### config.mk
export PLATFORM = sky130hd
export DESIGN_NAME = dtc_top
export DESIGN_NICKNAME = d
export VERILOG_FILES = /design/src/rtl/dtc_pkg.sv /design/src/rtl/dtc_pin_sync.sv /design/src/rtl/dtc_top.sv
export SDC_FILE = /design/constraint.sdc
export NUM_CORES = 1
export LEC_CHECK = 0
export BUFFER_PORTS_ARGS = -buffer_cell sky130_fd_sc_hd__buf_4
export CAP_MARGIN = 20
export CORE_MARGIN = 4
export CORE_UTILIZATION = 55
export CTS_CLUSTER_DIAMETER = 50
export DETAILED_ROUTE_END_ITERATION = 16
export PLACE_DENSITY_LB_ADDON = 0.05
export SYNTH_ARGS = -nofsm -noshare
export SYNTH_HDL_FRONTEND = slang
export SYNTH_SLANG_ARGS = --single-unit
### constraint.sdc
create_clock -name clk_i -period 2.33 [get_ports clk_i]
set_input_delay 0.233 -clock clk_i [delete_from_list [all_inputs] [get_ports clk_i]]
set_output_delay 0.233 -clock clk_i [all_outputs]
set_load 0.01 [all_outputs]
### src/rtl/dtc_pkg.sv
// Package with register map, field positions and count constants of the timers.
package dtc_pkg;

  // Register offsets in the special function space.
  localparam logic [7:0] ADDR_CTRL = 8'h88;
  localparam logic [7:0] ADDR_MODE_CFG = 8'h89;
  localparam logic [7:0] ADDR_T0_LOW = 8'h8A;
  localparam logic [7:0] ADDR_T1_LOW = 8'h8B;
  localparam logic [7:0] ADDR_T0_HIGH = 8'h8C;
  localparam logic [7:0] ADDR_T1_HIGH = 8'h8D;
  localparam logic [7:0] ADDR_CLK_CTRL = 8'h8E;

  // Bit addresses of the control register share this upper part.
  localparam logic [4:0] CTRL_BIT_BASE = 5'h11;

  // Control register bit positions.
  localparam int CT_EXT0_TYPE = 0;
  localparam int CT_EXT0_FLAG = 1;
  localparam int CT_EXT1_TYPE = 2;
  localparam int CT_EXT1_FLAG = 3;
  localparam int CT_RUN0 = 4;
  localparam int CT_OVF0 = 5;
  localparam int CT_RUN1 = 6;
  localparam int CT_OVF1 = 7;

  // Mode configuration: one nibble per timer, fields within the nibble.
  localparam int TM_T0_LSB = 0;
  localparam int TM_T1_LSB = 4;
  localparam int TM_MODE_LSB = 0;
  localparam int TM_CT = 2;
  localparam int TM_GATE = 3;

  // Clock control register bit positions of the rate selects.
  localparam int CK_RATE0 = 3;
  localparam int CK_RATE1 = 4;

  // Reset values.
  localparam logic [7:0] CTRL_RESET = 8'h00;
  localparam logic [7:0] MODE_CFG_RESET = 8'h00;
  localparam logic [7:0] COUNT_RESET = 8'h00;
  localparam logic [1:0] RATE_RESET = 2'b00;
  localparam logic [7:0] UNIMPL_READ = 8'hFF;

  // Internal count rate: system clock divided by 4 or 12.
  localparam int DIV_FAST = 4;
  localparam int DIV_SLOW = 12;
  localparam logic [3:0] DIV_LAST = 4'(DIV_SLOW - 1);
  localparam logic [1:0] DIV_FAST_LAST = 2'(DIV_FAST - 1);

  // Pin indices of the synchronised input group.
  localparam int PIN_T0 = 0;
  localparam int PIN_T1 = 1;
  localparam int PIN_EXT0 = 2;
  localparam int PIN_EXT1 = 3;
  localparam int PIN_COUNT = 4;

  typedef enum logic [1:0] {
    DTC_MODE_13 = 2'b00,
    DTC_MODE_16 = 2'b01,
    DTC_MODE_RELOAD = 2'b10,
    DTC_MODE_SPLIT = 2'b11
  } dtc_mode_t;

endpackage

### src/rtl/dtc_pin_sync.sv
// Two-stage pin synchroniser with a falling-edge detector behind it.
`timescale 1ns/1ps
module dtc_pin_sync (
  input wire logic clk_i,
  input wire logic arst_n_i,
  input wire logic pin_i,
  output logic level_o,
  output logic fall_o
);

  typedef struct packed {
    logic meta;
    logic sync;
    logic prev;
  } dtc_sync_state_t;

  dtc_sync_state_t s_q;
  dtc_sync_state_t s_d;

  always_comb begin
    s_d = s_q;
    s_d.meta = pin_i;
    s_d.sync = s_q.meta;
    s_d.prev = s_q.sync;
  end

  always_ff @(posedge clk_i or negedge arst_n_i) begin
    if (!arst_n_i) begin
      s_q <= '1;
    end else begin
      s_q <= s_d;
    end
  end

  assign level_o = s_q.sync;
  // sample pair edge: a high sample followed by a low one.
  assign fall_o = s_q.prev & ~s_q.sync;

endmodule // dtc_pin_sync

### src/rtl/dtc_top.sv
// Dual timer/counter with external interrupt flags behind the register port.
`timescale 1ns/1ps
module dtc_top
  import dtc_pkg::*;
(
  input wire logic clk_i,
  input wire logic arst_n_i,
  input wire logic [7:0] sfr_addr_i,
  input wire logic sfr_wr_i,
  input wire logic [7:0] sfr_wdata_i,
  input wire logic sfr_rd_i,
  output logic [7:0] sfr_rdata_o,
  input wire logic bit_wr_i,
  input wire logic [7:0] bit_addr_i,
  input wire logic bit_wdata_i,
  input wire logic timer0_vector_i,
  input wire logic timer1_vector_i,
  input wire logic ext_irq0_vector_i,
  input wire logic ext_irq1_vector_i,
  input wire logic deep_sleep_request_i,
  input wire logic timer0_count_pin_i,
  input wire logic timer1_count_pin_i,
  input wire logic ext_irq_pin0_i,
  input wire logic ext_irq_pin1_i,
  output logic timer0_overflow_flag_o,
  output logic timer1_overflow_flag_o,
  output logic ext_irq0_flag_o,
  output logic ext_irq1_flag_o
);

  typedef struct packed {
    logic [7:0] ctrl;
    logic [7:0] mode_cfg;
    logic [7:0] t0_low;
    logic [7:0] t0_high;
    logic [7:0] t1_low;
    logic [7:0] t1_high;
    logic [1:0] rate;
    logic [3:0] div;
    logic [7:0] rdata;
  } dtc_state_t;

  dtc_state_t s_q;
  dtc_state_t s_d;

  logic [PIN_COUNT-1:0] pin_raw;
  logic [PIN_COUNT-1:0] pin_lvl;
  logic [PIN_COUNT-1:0] pin_fall;
  logic tick4;
  logic tick12;
  dtc_mode_t mode0;
  dtc_mode_t mode1;
  logic gate0;
  logic gate1;
  logic ct0;
  logic ct1;
  logic run0;
  logic run1;
  logic inc0;
  logic inc1;
  logic split_inc;
  logic ovf0;
  logic ovf1;
  logic ovf_split;
  logic ctrl_bit_hit;

  // Step one count in the modes that share a common layout.
  function automatic logic [16:0] dtc_step(input dtc_mode_t m,
                                           input logic [7:0] lo,
                                           input logic [7:0] hi);
    logic [13:0] p13;
    logic [16:0] w;
    logic [8:0] b;
    p13 = '0;
    w = '0;
    b = '0;
    case (m)
      // prescaled mode: the five prescaler bits carry into the high byte.
      // prescaler carry: high byte overflow raises the carry out.
      DTC_MODE_13: begin
        p13 = {1'b0, hi, lo[4:0]} + 14'h0001;
        w = {p13[13], p13[12:5], lo[7:5], p13[4:0]};
      end
      // full count: both bytes as one 16-bit counter.
      DTC_MODE_16: begin
        w = {1'b0, hi, lo} + 17'h0_0001;
      end
      // auto reload: the low byte restarts from the high byte.
      DTC_MODE_RELOAD: begin
        b = {1'b0, lo} + 9'h001;
        w = {b[8], hi, (b[8] ? hi : b[7:0])};
      end
      default: begin
        w = {1'b0, hi, lo};
      end
    endcase
    return w;
  endfunction

  assign pin_raw[PIN_T0] = timer0_count_pin_i;
  assign pin_raw[PIN_T1] = timer1_count_pin_i;
  assign pin_raw[PIN_EXT0] = ext_irq_pin0_i;
  assign pin_raw[PIN_EXT1] = ext_irq_pin1_i;

  // Every pin passes two flip-flops before any counting logic sees it.
  generate
    for (genvar i = 0; i < PIN_COUNT; i++) begin : g_pin
      dtc_pin_sync u_sync (
        .clk_i(clk_i),
        .arst_n_i(arst_n_i),
        .pin_i(pin_raw[i]),
        .level_o(pin_lvl[i]),
        .fall_o(pin_fall[i])
      );
    end
  endgenerate

  always_comb begin
    s_d = s_q;
    // rate divider: ticks every 4th and every 12th clock.
    s_d.div = (s_q.div == DIV_LAST) ? 4'h0 : s_q.div + 4'h1;
    tick4 = (s_q.div[1:0] == DIV_FAST_LAST);
    tick12 = (s_q.div == DIV_LAST);
    mode0 = dtc_mode_t'(s_q.mode_cfg[TM_T0_LSB + TM_MODE_LSB +: 2]);
    mode1 = dtc_mode_t'(s_q.mode_cfg[TM_T1_LSB + TM_MODE_LSB +: 2]);
    gate0 = s_q.mode_cfg[TM_T0_LSB + TM_GATE];
    gate1 = s_q.mode_cfg[TM_T1_LSB + TM_GATE];
    ct0 = s_q.mode_cfg[TM_T0_LSB + TM_CT];
    ct1 = s_q.mode_cfg[TM_T1_LSB + TM_CT];
    // run control: the run bit enables counting.
    // gate control: gate adds the interrupt pin level as a condition.
    run0 = s_q.ctrl[CT_RUN0] & (~gate0 | pin_lvl[PIN_EXT0]);
    run1 = s_q.ctrl[CT_RUN1] & (~gate1 | pin_lvl[PIN_EXT1]);
    // count source: internal rate tick or count-pin falling edge.
    inc0 = run0 & (ct0 ? pin_fall[PIN_T0]
                       : (s_q.rate[0] ? tick4 : tick12));
    // timer 1 hold: mode 11 stops timer 1 outright.
    inc1 = run1 & (mode1 != DTC_MODE_SPLIT)
         & (ct1 ? pin_fall[PIN_T1] : (s_q.rate[1] ? tick4 : tick12));
    // split high byte: internal ticks under timer 1 run bit.
    split_inc = (mode0 == DTC_MODE_SPLIT) & s_q.ctrl[CT_RUN1]
              & (s_q.rate[0] ? tick4 : tick12);
    ovf0 = 1'b0;
    ovf1 = 1'b0;
    ovf_split = 1'b0;
    ctrl_bit_hit = bit_wr_i & (bit_addr_i[7:3] == CTRL_BIT_BASE);

    if (inc0) begin
      if (mode0 == DTC_MODE_SPLIT) begin
        // split low byte: plain 8-bit count on timer 0 controls.
        {ovf0, s_d.t0_low} = {1'b0, s_q.t0_low} + 9'h001;
      end else begin
        {ovf0, s_d.t0_high, s_d.t0_low} =
          dtc_step(mode0, s_q.t0_low, s_q.t0_high);
      end
    end
    if (split_inc) begin
      {ovf_split, s_d.t0_high} = {1'b0, s_q.t0_high} + 9'h001;
    end
    if (inc1) begin
      {ovf1, s_d.t1_high, s_d.t1_low} =
        dtc_step(mode1, s_q.t1_low, s_q.t1_high);
    end

    // direct access: byte writes by address, software beats counting.
    if (sfr_wr_i) begin
      if (sfr_addr_i == ADDR_CTRL) begin
        s_d.ctrl = sfr_wdata_i;
      end else if (sfr_addr_i == ADDR_MODE_CFG) begin
        s_d.mode_cfg = sfr_wdata_i;
      end else if (sfr_addr_i == ADDR_T0_LOW) begin
        s_d.t0_low = sfr_wdata_i;
      end else if (sfr_addr_i == ADDR_T1_LOW) begin
        s_d.t1_low = sfr_wdata_i;
      end else if (sfr_addr_i == ADDR_T0_HIGH) begin
        s_d.t0_high = sfr_wdata_i;
      end else if (sfr_addr_i == ADDR_T1_HIGH) begin
        s_d.t1_high = sfr_wdata_i;
      end else if (sfr_addr_i == ADDR_CLK_CTRL) begin
        s_d.rate = {sfr_wdata_i[CK_RATE1], sfr_wdata_i[CK_RATE0]};
      end
    end
    // single-bit access: only the control register takes bit writes.
    if (ctrl_bit_hit) begin
      s_d.ctrl[bit_addr_i[2:0]] = bit_wdata_i;
    end

    // vector clear: the overflow flags clear when serviced.
    if (timer0_vector_i) begin
      s_d.ctrl[CT_OVF0] = 1'b0;
    end
    if (timer1_vector_i) begin
      s_d.ctrl[CT_OVF1] = 1'b0;
    end
    // edge clear: vectoring clears only edge-triggered flags.
    if (ext_irq0_vector_i && s_q.ctrl[CT_EXT0_TYPE]) begin
      s_d.ctrl[CT_EXT0_FLAG] = 1'b0;
    end
    if (ext_irq1_vector_i && s_q.ctrl[CT_EXT1_TYPE]) begin
      s_d.ctrl[CT_EXT1_FLAG] = 1'b0;
    end

    // flag set: set is applied last so it wins over any clear.
    if (ovf0) begin
      s_d.ctrl[CT_OVF0] = 1'b1;
    end
    // split flag: the high byte borrows timer 1's overflow flag.
    if ((mode0 == DTC_MODE_SPLIT) ? ovf_split : ovf1) begin
      s_d.ctrl[CT_OVF1] = 1'b1;
    end
    // type coding: 1 selects falling edge, 0 selects low level.
    // edge or level: the type bit picks the detector per input.
    if (s_q.ctrl[CT_EXT0_TYPE]) begin
      if (pin_fall[PIN_EXT0]) begin
        s_d.ctrl[CT_EXT0_FLAG] = 1'b1;
      end
    end else begin
      // level follow: the flag tracks the pin in level mode.
      s_d.ctrl[CT_EXT0_FLAG] = ~pin_lvl[PIN_EXT0];
    end
    if (s_q.ctrl[CT_EXT1_TYPE]) begin
      if (pin_fall[PIN_EXT1]) begin
        s_d.ctrl[CT_EXT1_FLAG] = 1'b1;
      end
    end else begin
      s_d.ctrl[CT_EXT1_FLAG] = ~pin_lvl[PIN_EXT1];
    end

    // read ones: unimplemented bits and addresses read high.
    if (sfr_rd_i) begin
      if (sfr_addr_i == ADDR_CTRL) begin
        s_d.rdata = s_q.ctrl;
      end else if (sfr_addr_i == ADDR_MODE_CFG) begin
        s_d.rdata = s_q.mode_cfg;
      end else if (sfr_addr_i == ADDR_T0_LOW) begin
        s_d.rdata = s_q.t0_low;
      end else if (sfr_addr_i == ADDR_T1_LOW) begin
        s_d.rdata = s_q.t1_low;
      end else if (sfr_addr_i == ADDR_T0_HIGH) begin
        s_d.rdata = s_q.t0_high;
      end else if (sfr_addr_i == ADDR_T1_HIGH) begin
        s_d.rdata = s_q.t1_high;
      end else if (sfr_addr_i == ADDR_CLK_CTRL) begin
        s_d.rdata = UNIMPL_READ;
        s_d.rdata[CK_RATE1] = s_q.rate[1];
        s_d.rdata[CK_RATE0] = s_q.rate[0];
      end else begin
        s_d.rdata = UNIMPL_READ;
      end
    end

    // deep sleep: all state but the pin synchronisers freezes as if the clock had stopped.
    // Idle needs no input here because this block never stops in idle.
    if (deep_sleep_request_i) begin
      s_d = s_q;
    end
  end

  always_ff @(posedge clk_i or negedge arst_n_i) begin
    if (!arst_n_i) begin
      s_q.ctrl <= CTRL_RESET;
      s_q.mode_cfg <= MODE_CFG_RESET;
      s_q.t0_low <= COUNT_RESET;
      s_q.t0_high <= COUNT_RESET;
      s_q.t1_low <= COUNT_RESET;
      s_q.t1_high <= COUNT_RESET;
      s_q.rate <= RATE_RESET;
      s_q.div <= 4'h0;
      s_q.rdata <= UNIMPL_READ;
    end else begin
      s_q <= s_d;
    end
  end

  // control layout: flags and controls come straight from the register.
  assign timer0_overflow_flag_o = s_q.ctrl[CT_OVF0];
  assign timer1_overflow_flag_o = s_q.ctrl[CT_OVF1];
  assign ext_irq0_flag_o = s_q.ctrl[CT_EXT0_FLAG];
  assign ext_irq1_flag_o = s_q.ctrl[CT_EXT1_FLAG];
  assign sfr_rdata_o = s_q.rdata;
endmodule // dtc_top

# After elaboration in Yosys (flattened, before gate mapping)
# Cells that the tools add are included.
[totals] regBits=74 input_bits=39 out_inout_bits=12 elab_cells=137
[classes] n_addsub=8 order_cmp=2 eq_ne=16 muxes=55 n_bitwise=27 reduce_logical=8
[ops] cell="$mux W8" count=19
[ops] cell="$pmux W17 S3" count=2
[ops] cell="$eq A8 B8 Y1 const B" count=7
[ops] cell="$mux W50" count=1
[ops] cell="$mux W42" count=1
[ops] cell="$add A16 B1 Y17 const B" count=2
[ops] cell="$mux W34" count=1
[ops] cell="$mux W16" count=2
[ops] cell="$add A13 B1 Y14 const B" count=2
[ops] cell="$add A8 B1 Y9 const B" count=3
[ops] cell="$mux W26" count=1
[ops] cell="$mux W1" count=20
[ops] cell="$mux W10" count=2
[ops] cell="$not A1 Y1" count=13
[ops] cell="$and A1 B1 Y1" count=12
[ops] cell="$reduce_and A9 Y1" count=1
[ops] cell="$bwmux W8" count=1
[ops] cell="$eq A2 B2 Y1 const B" count=4
[ops] cell="$eq A5 B5 Y1 const B" count=1
[ops] cell="$mux W5" count=1
[ops] cell="$add A4 B1 Y4 const B" count=1
[ops] cell="$eq A2 B1 Y1 const B" count=2
[ops] cell="$eq A4 B4 Y1 const B" count=1
[ops] cell="$logic_not A2 Y1" count=2
[ops] cell="other kinds (10)" count=14

# Longest topological paths before layout
# Gate-level depths: netlist of the first run.
[depth] depth_word=18 depth_mapped=9 mapped_depth_nobuf=7

# Cells and area by module
# From an unflattened synthesis of the first run, not the netlist that was laid out.
[hier_totals] cells_unflattened=696 hier_area_um2=5595.4
[by_module_without_submodules] mod="dtc_top" n_inst=1 cells_each=680 area_each_um2=5225.0
[by_module_without_submodules] mod="dtc_pin_sync" n_inst=4 cells_each=4 area_each_um2=92.6

# Least setup slack after synthesis of the first run
# OpenSTA, ideal clock, no wires.
[synth_timing] kind="register to register" startpoint="reg s_q[22] (netlist bit)" endpoint="reg s_q[16] (netlist bit)" setup_ns=0.126 arrival_time_ns=2.033 required_time_ns=2.204 path_slack_ns=0.171 path_stages_with_launch=8 path_buffers=0 cell_sequence="dfrtp_1 > ha_1 > nand4_1 > nor2_2 > mux2_2 > a221o_1 > a221oi_1 > nor2_1"
[synth_via] elab_chain_cells=10 word_cells_on_any_way=11 cone_classes="2 x add/sub; 9 x mux"
[synth_lines] item="start: declaration" line_no="dtc_top.sv:43" source="dtc_state_t s_q;"
[synth_lines] item="$add A16 B1 Y17 or $add A13 B1 Y14 (tied branches)" line_no="dtc_top.sv:86, dtc_top.sv:81"
[synth_lines] item="$pmux W17 S3 *" line_no="dtc_top.sv:77" source="case (m)"
[synth_lines] item="$mux W16 *" line_no="dtc_top.sv:160" source="if (inc1) begin"
[synth_lines] item="$mux W8" line_no="dtc_top.sv:177" source="end else if (sfr_addr_i == ADDR_T1_HIGH) begin"
[synth_lines] item="$mux W10" line_no="dtc_top.sv:175" source="end else if (sfr_addr_i == ADDR_T0_HIGH) begin"
[synth_lines] item="$mux W10" line_no="dtc_top.sv:173" source="end else if (sfr_addr_i == ADDR_T1_LOW) begin"
[synth_lines] item="$mux W26" line_no="dtc_top.sv:171" source="end else if (sfr_addr_i == ADDR_T0_LOW) begin"
[synth_lines] item="$mux W34" line_no="dtc_top.sv:169" source="end else if (sfr_addr_i == ADDR_MODE_CFG) begin"
[synth_lines] item="$mux W42" line_no="dtc_top.sv:167" source="if (sfr_addr_i == ADDR_CTRL) begin"
[synth_lines] item="$mux W50 *" line_no="dtc_top.sv:166" source="if (sfr_wr_i) begin"
# Mark *: on every way between the ends. The rest lies on a longest branch, timed or not.
# A chain may end at the register's enable or synchronous reset.

# Final worst setup path of the first run
[layout_timing] startpoint="reg s_q[8] (netlist bit)" endpoint="reg s_q[37] (netlist bit)"
[layout_via] elab_chain_cells=12 word_cells_on_any_way=14 cone_classes="2 x eq/ne; 10 x mux; 2 x bitwise"
[layout_lines] item="$eq A4 B4 Y1 or $eq A2 B2 Y1 (tied branches)" line_no="dtc_top.sv:123, dtc_top.sv:122"
[layout_lines] item="$mux W1 *" line_no="dtc_top.sv:136, dtc_top.sv:142"
[layout_lines] item="$mux W1" line_no="dtc_top.sv:135" source="inc0 = run0 & (ct0 ? pin_fall[PIN_T0]"
[layout_lines] item="$and A1 B1 Y1" line_no="dtc_top.sv:135"
[layout_lines] item="$mux W16" line_no="dtc_top.sv:148" source="if (inc0) begin"
[layout_lines] item="$mux W8 *" line_no="dtc_top.sv:157" source="if (split_inc) begin"
[layout_lines] item="$mux W8" line_no="dtc_top.sv:175"
[layout_lines] item="$mux W8" line_no="dtc_top.sv:173"
[layout_lines] item="$mux W26" line_no="dtc_top.sv:171"
[layout_lines] item="$mux W34" line_no="dtc_top.sv:169"
[layout_lines] item="$mux W42" line_no="dtc_top.sv:167"
[layout_lines] item="$mux W50 *" line_no="dtc_top.sv:166"
# Marks and branches as above.

==> run_results.csv, run 1 <==
group,metric,value,unit
cts,cts_tree,"yes",
synthesis,synth-seq-cells,74,
timing,slew-limit-headroom,50.54,%
critical_path,critical_path_arrival,2.45,ns
cts,cts.path.max_buffers,2,
place,gp_congestion,0.9935,
critical_path,r2r.worst_path.cells,7,
critical_path,crit_fanout,9,
synthesis,synth-xor-area-share,1.078,%
synthesis,synth_top_family_by_area,"compound AO/OA/AOI/OAI gates",
synthesis,synth_compound_area_share,26.29,%
synthesis,async_flop_share,100.0,%
synthesis,synth_area_leaders,"dfrtp_1 24%, dfstp_2 9.2%, o21ai_0 4.3%",
power,peakVddDrop,0.0005302,V
place,post-dp-hpwl,14780,um
final_layout,antenna_cells,0,
synthesis,yosysTopAreaCell,"dfrtp_1",
synthesis,ys_types,81,
cts,h-tree-depth,3,
grt,grt.overflow.total,0,
synthesis,synth.area.mux_share,7.501,%
synthesis,synth_common_cells,"65 x nor2_1, 64 x nand2_1, 54 x dfrtp_1",
detailed_routing,ant_nets,0,
synthesis,synthCells,691,
critical_path,start_kind,"flip-flop",
place,postPlaceCellArea,6311,um2
synthesis,syn_nets,734,
final_layout,finalInstanceArea,6539,um2
critical_path,r2r_slack,0.13,ns
floorplanning,die-area,12030,um2
synthesis,synth-adder-area-share,0.8799,%
timing,hold-worst-slack,0.1574,ns
cts,cts.sinks,74,
place,portBuffers,50,
detailed_routing,via_per_inst,6.814,
timing,finalHoldViolCount,0,
floorplanning,initial_core_util,57.40,%
cts,path_clk_slew,0.08,ns
grt,grt_pass1_wl,31400,um
synthesis,synthSimpleGateAreaFrac,24.92,%
power,powerDensity,632.6,nW/um2
synthesis,ys_warn_count,0,
synthesis,synth.most_common_cell,"nor2_1",
timing,max_freq,454.8,MHz
run,cap_violations,0,
timing,fin_crit_sh,94.38,%
floorplanning,die_x,109.7,um
final_layout,final_cells,882,
final_layout,drive_above_1_share,22.96,%
power,p_leak,2.710,nW
critical_path,crit_type,"reg -> reg",
final_layout,areaGrowthSynthToFinish,14.96,%
floorplanning,die_y,109.7,um
timing,grt_setup_unrepaired,"false",
timing,tns,0,ns
cts,numCtsBuffers,9,
synthesis,synth-edff-count,0,
floorplanning,core,9910,um2
timing,final.min_clock_period,2.199,ns
final_layout,nNetsFinal,787,
timing,worstMarginPinSlew,0.7369,ns
detailed_routing,num_vias,6010,
synthesis,synth_top_area_share,23.76,%
critical_path,required,2.58,ns
timing,setup_viol,0,
place,dp.cells,861,
detailed_routing,drc,0,
grt,track_usage,34.94,%
detailed_routing,dr.pass1.iters,6,
worst_hold_path,whs_path_depth,3,
worst_hold_path,hp-class,"in -> reg",
synthesis,synth_ff_type,"dfrtp_1",
synthesis,syn_area,5688,um2
synthesis,synth_seq_area_share,33.00,%
grt,antenna_found_initial,0,
floorplanning,rows,36,
timing,finalClockSkew,0.007940,ns
timing,slew_violations,0,
detailed_routing,drtIter0Drc,941,
grt,grt_pass1_vias,5630,
floorplanning,io_pins,51,
outcome,status,"completed",
detailed_routing,wl_per_cell,22.88,um
grt,grt_start_max_net_pins,73,
critical_path,cp-end-kind,"flip-flop",
cts,cts_root_buffer,"clkbuf_8",
cts,worstSkewPairLatency,0.37,ns
final_layout,fin_util,65.98,%
synthesis,syn_avg_cell_area,8.231,um2
detailed_routing,wirelength,20180,um
-- registers in the layout, summed over array words and instances (netlist names), 2 cells and up --
| register | count |
|---|---|
| g_pin.u_sync.s_d | 4 |
| mode1 | 2 |
| g_pin.u_sync.level_o | 4 |
| s_q | 42 |
| sfr_rdata_o | 8 |
| mode0 | 2 |
| g_pin.u_sync.s_q | 4 |
-- logic make-up after synthesis --
logic type / count (synthesis)
and+or+nand+nor: 271
AOI/OAI and AO/OA: 221
buffers and inverters: 76
DFF: 74
muxes: 38
xor gates and xnor gates: 7
adders and majority gates: 4
-- cell usage in the layout (no fill, tap or decap), types with 7 or more instances in the layout --
master     count
mux2_4         7
o211ai_1       7
nand3_1       32
o32ai_1        7
a31oi_1       14
o22ai_1       12
nor2b_1        7
clkbuf_8       9
dfstp_2       20
a211oi_1       8
mux2i_1       22
a2bb2oi_1      8
nor2_1        65
a21oi_1       44
nand2_1       64
nand4_1       12
dfrtp_1       54
nor3_1        15
inv_1         15
and3_1        17
mux2_2         9
o21ai_0       49
buf_4         96
-- metrics by stage --
step                      total power, W  setup WS [ns]
final                           0.004136         0.1310
after global routing            0.004344       0.001425
after CTS                       0.004095        0.07965
after detailed placement        0.003185         0.1040
after global placement          0.003143         0.2356
after floorplan                 0.002631         0.1709
-- area by class of cell --
type / instances / area [um2]
clock inverter: 5 / 33.78
multi-input combinational: 541 / 3463
clock buffer: 11 / 131.4
fill: 902 / 3371
timing repair buffer: 103 / 810.8
inverter: 15 / 56.30
sequential: 74 / 1877
tap: 133 / 166.4
-- worst max-delay path: stages (launching register included) --
cell     delay [ns]
dfrtp_1        0.42
ha_1           0.30
and4_1         0.23
o21ai_1        0.39
nor2_1         0.17
a22o_1         0.23
a22oi_1        0.22
o41ai_2        0.11
-- routing by layer --
layer	up-vias	GRT usage, %	wire length [um]
li1	2686	-	-
met1	2885	48.85	8376
met2	385	50.57	8551
met3	54	11.51	2586
met4	0	12.29	664
met5	-	0	0
-- report_power, final --
group | internal [W] | total [W] | leakage (nW) | switching (W)
Combinational | 0.000636 | 0.00146 | 1.76 | 0.000826
Clock | 0.000385 | 0.000909 | 0.0793 | 0.000524
Sequential | 0.00149 | 0.00176 | 0.867 | 0.000276
Total | 0.00251 | 0.00414 | 2.71 | 0.00163
-- final timing paths --
path,startpoint,end
setup / recovery,s_q[8],s_q[37]
hold / removal,timer1_vector_i,timer1_overflow_flag_o
setup reg to reg,s_q[8],s_q[37]
hold reg to reg,g_pin[3].u_sync.s_d[1],g_pin[3].u_sync.level_o
max in group asynchronous,arst_n_i,g_pin[0].u_sync.s_d[1]
min in group asynchronous,arst_n_i,s_q[11]
-- what timing repair did --
action	4_1_cts	5_1_grt
resized for setup	0	4
hold buffers	5	0
hold endpoints to repair	58	0
setup endpoints to repair	0	8
setup buffers	0	0
(Power assumes the default switching activity.)
==> run 2: changes to the inputs <==
- SYNTH_HIERARCHICAL: unset -> 1
==> run 2 against run 1 <==
  * Global-route usage decreased by 1.2 points
  * Combinational power decreased by 20%
  * Highest routed layer unchanged
  * Final cell count increased by 1.1%
  * Clock-buffer cell count is 1 lower
  * Largest cell class unchanged
  * Via count is 0.80% higher
  * First-iteration DRC count is 23% lower
  * Maximum frequency is 1.1% higher
==> run_results.csv, run 2 <==
group,metric,value,unit
detailed_routing,wirelength,19270,um
synthesis,ys_warn_count,6,
critical_path,r2r_slack,0.16,ns
synthesis,synth_area_leaders,"dfrtp_1 24%, dfstp_2 9.4%, a21oi_1 5.9%",
place,portBuffers,50,
final_layout,antenna_cells,0,
synthesis,synth_seq_area_share,33.54,%
grt,grt_pass1_vias,5734,
detailed_routing,wl_per_cell,21.60,um
timing,finalClockSkew,0.01213,ns
synthesis,syn_nets,739,
final_layout,seq_area,1877,um2
grt,grt_pass1_wl,30580,um
final_layout,regMostFlops,"s_q",
critical_path,cp-end-kind,"flip-flop",
timing,fin_crit_sh,93.35,%
power,swShare,35.11,%
timing,final.min_clock_period,2.175,ns
final_layout,largest_register_ffs,42,
critical_path,r2r.worst_path.cells,7,
critical_path,crit_fanout,7,
synthesis,syn_avg_cell_area,8.039,um2
critical_path,start_kind,"flip-flop",
worst_hold_path,hold_end,"ext_irq0_flag_o",
power,p_seq_share,43.3,%
final_layout,multi_input_comb_area,3450,um2
floorplanning,core,9819,um2
place,post-dp-hpwl,13790,um
critical_path,critPathMaxStageDelay,0.49,ns
critical_path,path_buf_inv,1,
timing,grt_setup_unrepaired,"false",
synthesis,ys_types,78,
final_layout,final_common_cell,"buf_4",
timing,max_freq,459.8,MHz
power,power_frac_comb,27.9,%
critical_path,cp_top_family,"simple AND/OR/NAND/NOR gates",
detailed_routing,drtIter0Drc,728,
cts,worstSkewPairLatency,0.36,ns
grt,antenna_found_initial,0,
synthesis,syn_area,5595,um2
floorplanning,die_x,108.9,um
cts,cts_root_buffer,"clkbuf_8",
detailed_routing,drc,0,
final_layout,nNetsFinal,797,
synthesis,synth-edff-count,0,
cts,cts_tree,"yes",
timing,finalHoldViolCount,0,
timing,slew_violations,0,
synthesis,async_flop_share,100.0,%
power,peakVddDrop,0.0004753,V
synthesis,synth.most_common_cell,"nand2_1",
grt,grt.overflow.total,0,
detailed_routing,wl_met1,8240,um
run,cap_violations,0,
synthesis,synth-seq-cells,74,
timing,setup_viol,0,
worst_hold_path,min-delay-start,"ext_irq0_vector_i",
place,postPlaceCellArea,6285,um2
critical_path,required,2.57,ns
grt,track_usage,33.72,%
power,p_leak,2.658,nW
critical_path,critical_path_arrival,2.41,ns
detailed_routing,wl_met3,1999,um
final_layout,final_cell_mix,"93 x buf_4, 69 x nand2_1, 65 x a21oi_1, 57 x nor2_1, 54 x dfrtp_1",
detailed_routing,ant_nets,0,
cts,cts.sinks,74,
critical_path,timing.rr.start,"s_q[41]",
synthesis,synth_top_area_share,24.15,%
worst_hold_path,whs_path_depth,2,
floorplanning,die_y,108.9,um
detailed_routing,via_per_inst,6.791,
detailed_routing,num_vias,6058,
timing,worstMarginPinSlew,0.5803,ns
detailed_routing,wl_met2,8403,um
outcome,status,"completed",
timing,slew-limit-headroom,61.07,%
detailed_routing,top_layer,"met4",
place,gp_congestion,0.9511,
timing,tns,0,ns
power,p_clk_share,28.8,%
cts,path_clk_slew,0.08,ns
cts,h-tree-depth,3,
critical_path,crit_type,"reg -> reg",
grt,grt_start_max_net_pins,39,
final_layout,finalInstanceArea,6586,um2
detailed_routing,dr.pass1.iters,5,
cts,post_cts_buffers,0,
synthesis,synthCells,696,
critical_path,crit_chain,"nand2_1 -> nor4_1 -> buf_4 -> o21ai_0 -> a21oi_1 -> mux2i_1 -> a211o_1",
synthesis,synth_ff_type,"dfrtp_1",
final_layout,areaGrowthSynthToFinish,17.71,%
power,powerDensity,638.7,nW/um2
critical_path,critPathSlowestCell,"dfrtp_1",
cts,numCtsBuffers,9,
floorplanning,io_pins,51,
floorplanning,die-area,11850,um2
synthesis,synth_common_cells,"69 x nand2_1, 66 x a21oi_1, 57 x nor2_1",
synthesis,yosysTopAreaCell,"dfrtp_1",
final_layout,drive_above_1_share,22.53,%
power,p_int,0.002730,W
critical_path,worst_r2r_endpoint,"s_q[35]",
floorplanning,initial_core_util,56.98,%
cts,cts.path.max_buffers,2,
power,power_switching,0.001477,W
floorplanning,rows,36,
worst_hold_path,hp-class,"in -> reg",
final_layout,n_fill_cell,846,
-- run 2: cell count changes in the layout (fill, tap and decap cells not counted), moves of 8 or more --
cell and change:
a21oi_1 +21, and3_1 -9, nor2_1 -8, nor2b_1 +8, nor3_1 +14
-- run 2: routing by layer --
layer / vias to the layer above / track usage (%)
met4: 0 / 14.07
li1: 2736 / -
met3: 52 / 4.737
met1: 2906 / 48.53
met5: - / 0
met2: 364 / 50.83
-- run 2: repair_timing --
item | CTS | global route
endpoints found under the hold margin | 26 | 0
hold buffers | 5 | 0
gates resized for setup | 0 | 4
setup endpoints to repair | 0 | 4
-- run 2: stage by stage --
| step | std cells | worst slack, ns | power [W] | hold slack [ns] | util, % |
|---|---|---|---|---|---|
| floorplan | 696 | 0.2410 | 0.002474 | -0.06259 | - |
| global placement | 871 | 0.1380 | 0.002904 | 0.2349 | 64.00 |
| detailed placement | 871 | 0.1211 | 0.002949 | 0.2447 | 64.00 |
| CTS | 892 | 0.09193 | 0.004167 | 0.04672 | 66.88 |
| global route | 892 | 0.04694 | 0.004395 | 0.06253 | 67.07 |
| finish | 892 | 0.1550 | 0.004207 | 0.05360 | 67.07 |
-- run 2: power by group through the flow --
| stage | combinational, W | clock (W) | sequential (W) |
|---|---|---|---|
| after floorplan | 0.000820 | 0 | 0.00165 |
| after global placement | 0.00110 | 0 | 0.00180 |
| after detailed placement | 0.00113 | 0 | 0.00182 |
| after CTS | 0.00115 | 0.00122 | 0.00180 |
| after global routing | 0.00128 | 0.00128 | 0.00184 |
| final | 0.00117 | 0.00121 | 0.00182 |
-- run 2: worst max-delay path by stage --
| stage | startpoint | to | slack [ns] | cells after the start |
|---|---|---|---|---|
| 6_report | s_q[41] | s_q[35] | 0.16 | 7 |
| 2_1_floorplan | s_q[22] | s_q[26] | 0.24 | 7 |
| 3_5_place_dp | sfr_addr_i[5] | gate0 | 0.12 | 5 |
| 3_3_place_gp | s_q[22] | s_q[26] | 0.14 | 8 |
| 4_1_cts | s_q[22] | s_q[26] | 0.09 | 8 |
| 5_1_grt | s_q[11] | s_q[25] | 0.05 | 7 |
-- run 2: area by class of cell --
class / count / share of cell area [%]
Sequential cell: 74 / 28.50
Tap cell: 133 / 2.527
Timing Repair Buffer: 101 / 12.27
Clock inverter: 6 / 1.596
Clock buffer: 10 / 1.938
Multi-Input combinational cell: 554 / 52.37
Inverter: 14 / 0.7979
-- run 2: logic make-up after synthesis --
| kind of cell | after synthesis | synth area share [%] |
|---|---|---|
| DFF | 74 | 33.54 |
| muxes | 32 | 6.060 |
| AOI/OAI and AO/OA | 232 | 26.70 |
| and+or+nand+nor | 282 | 27.03 |
| xor gates and xnor gates | 4 | 0.6262 |
| adders and majority gates | 4 | 0.8945 |
| buffers and inverters | 68 | 5.143 |
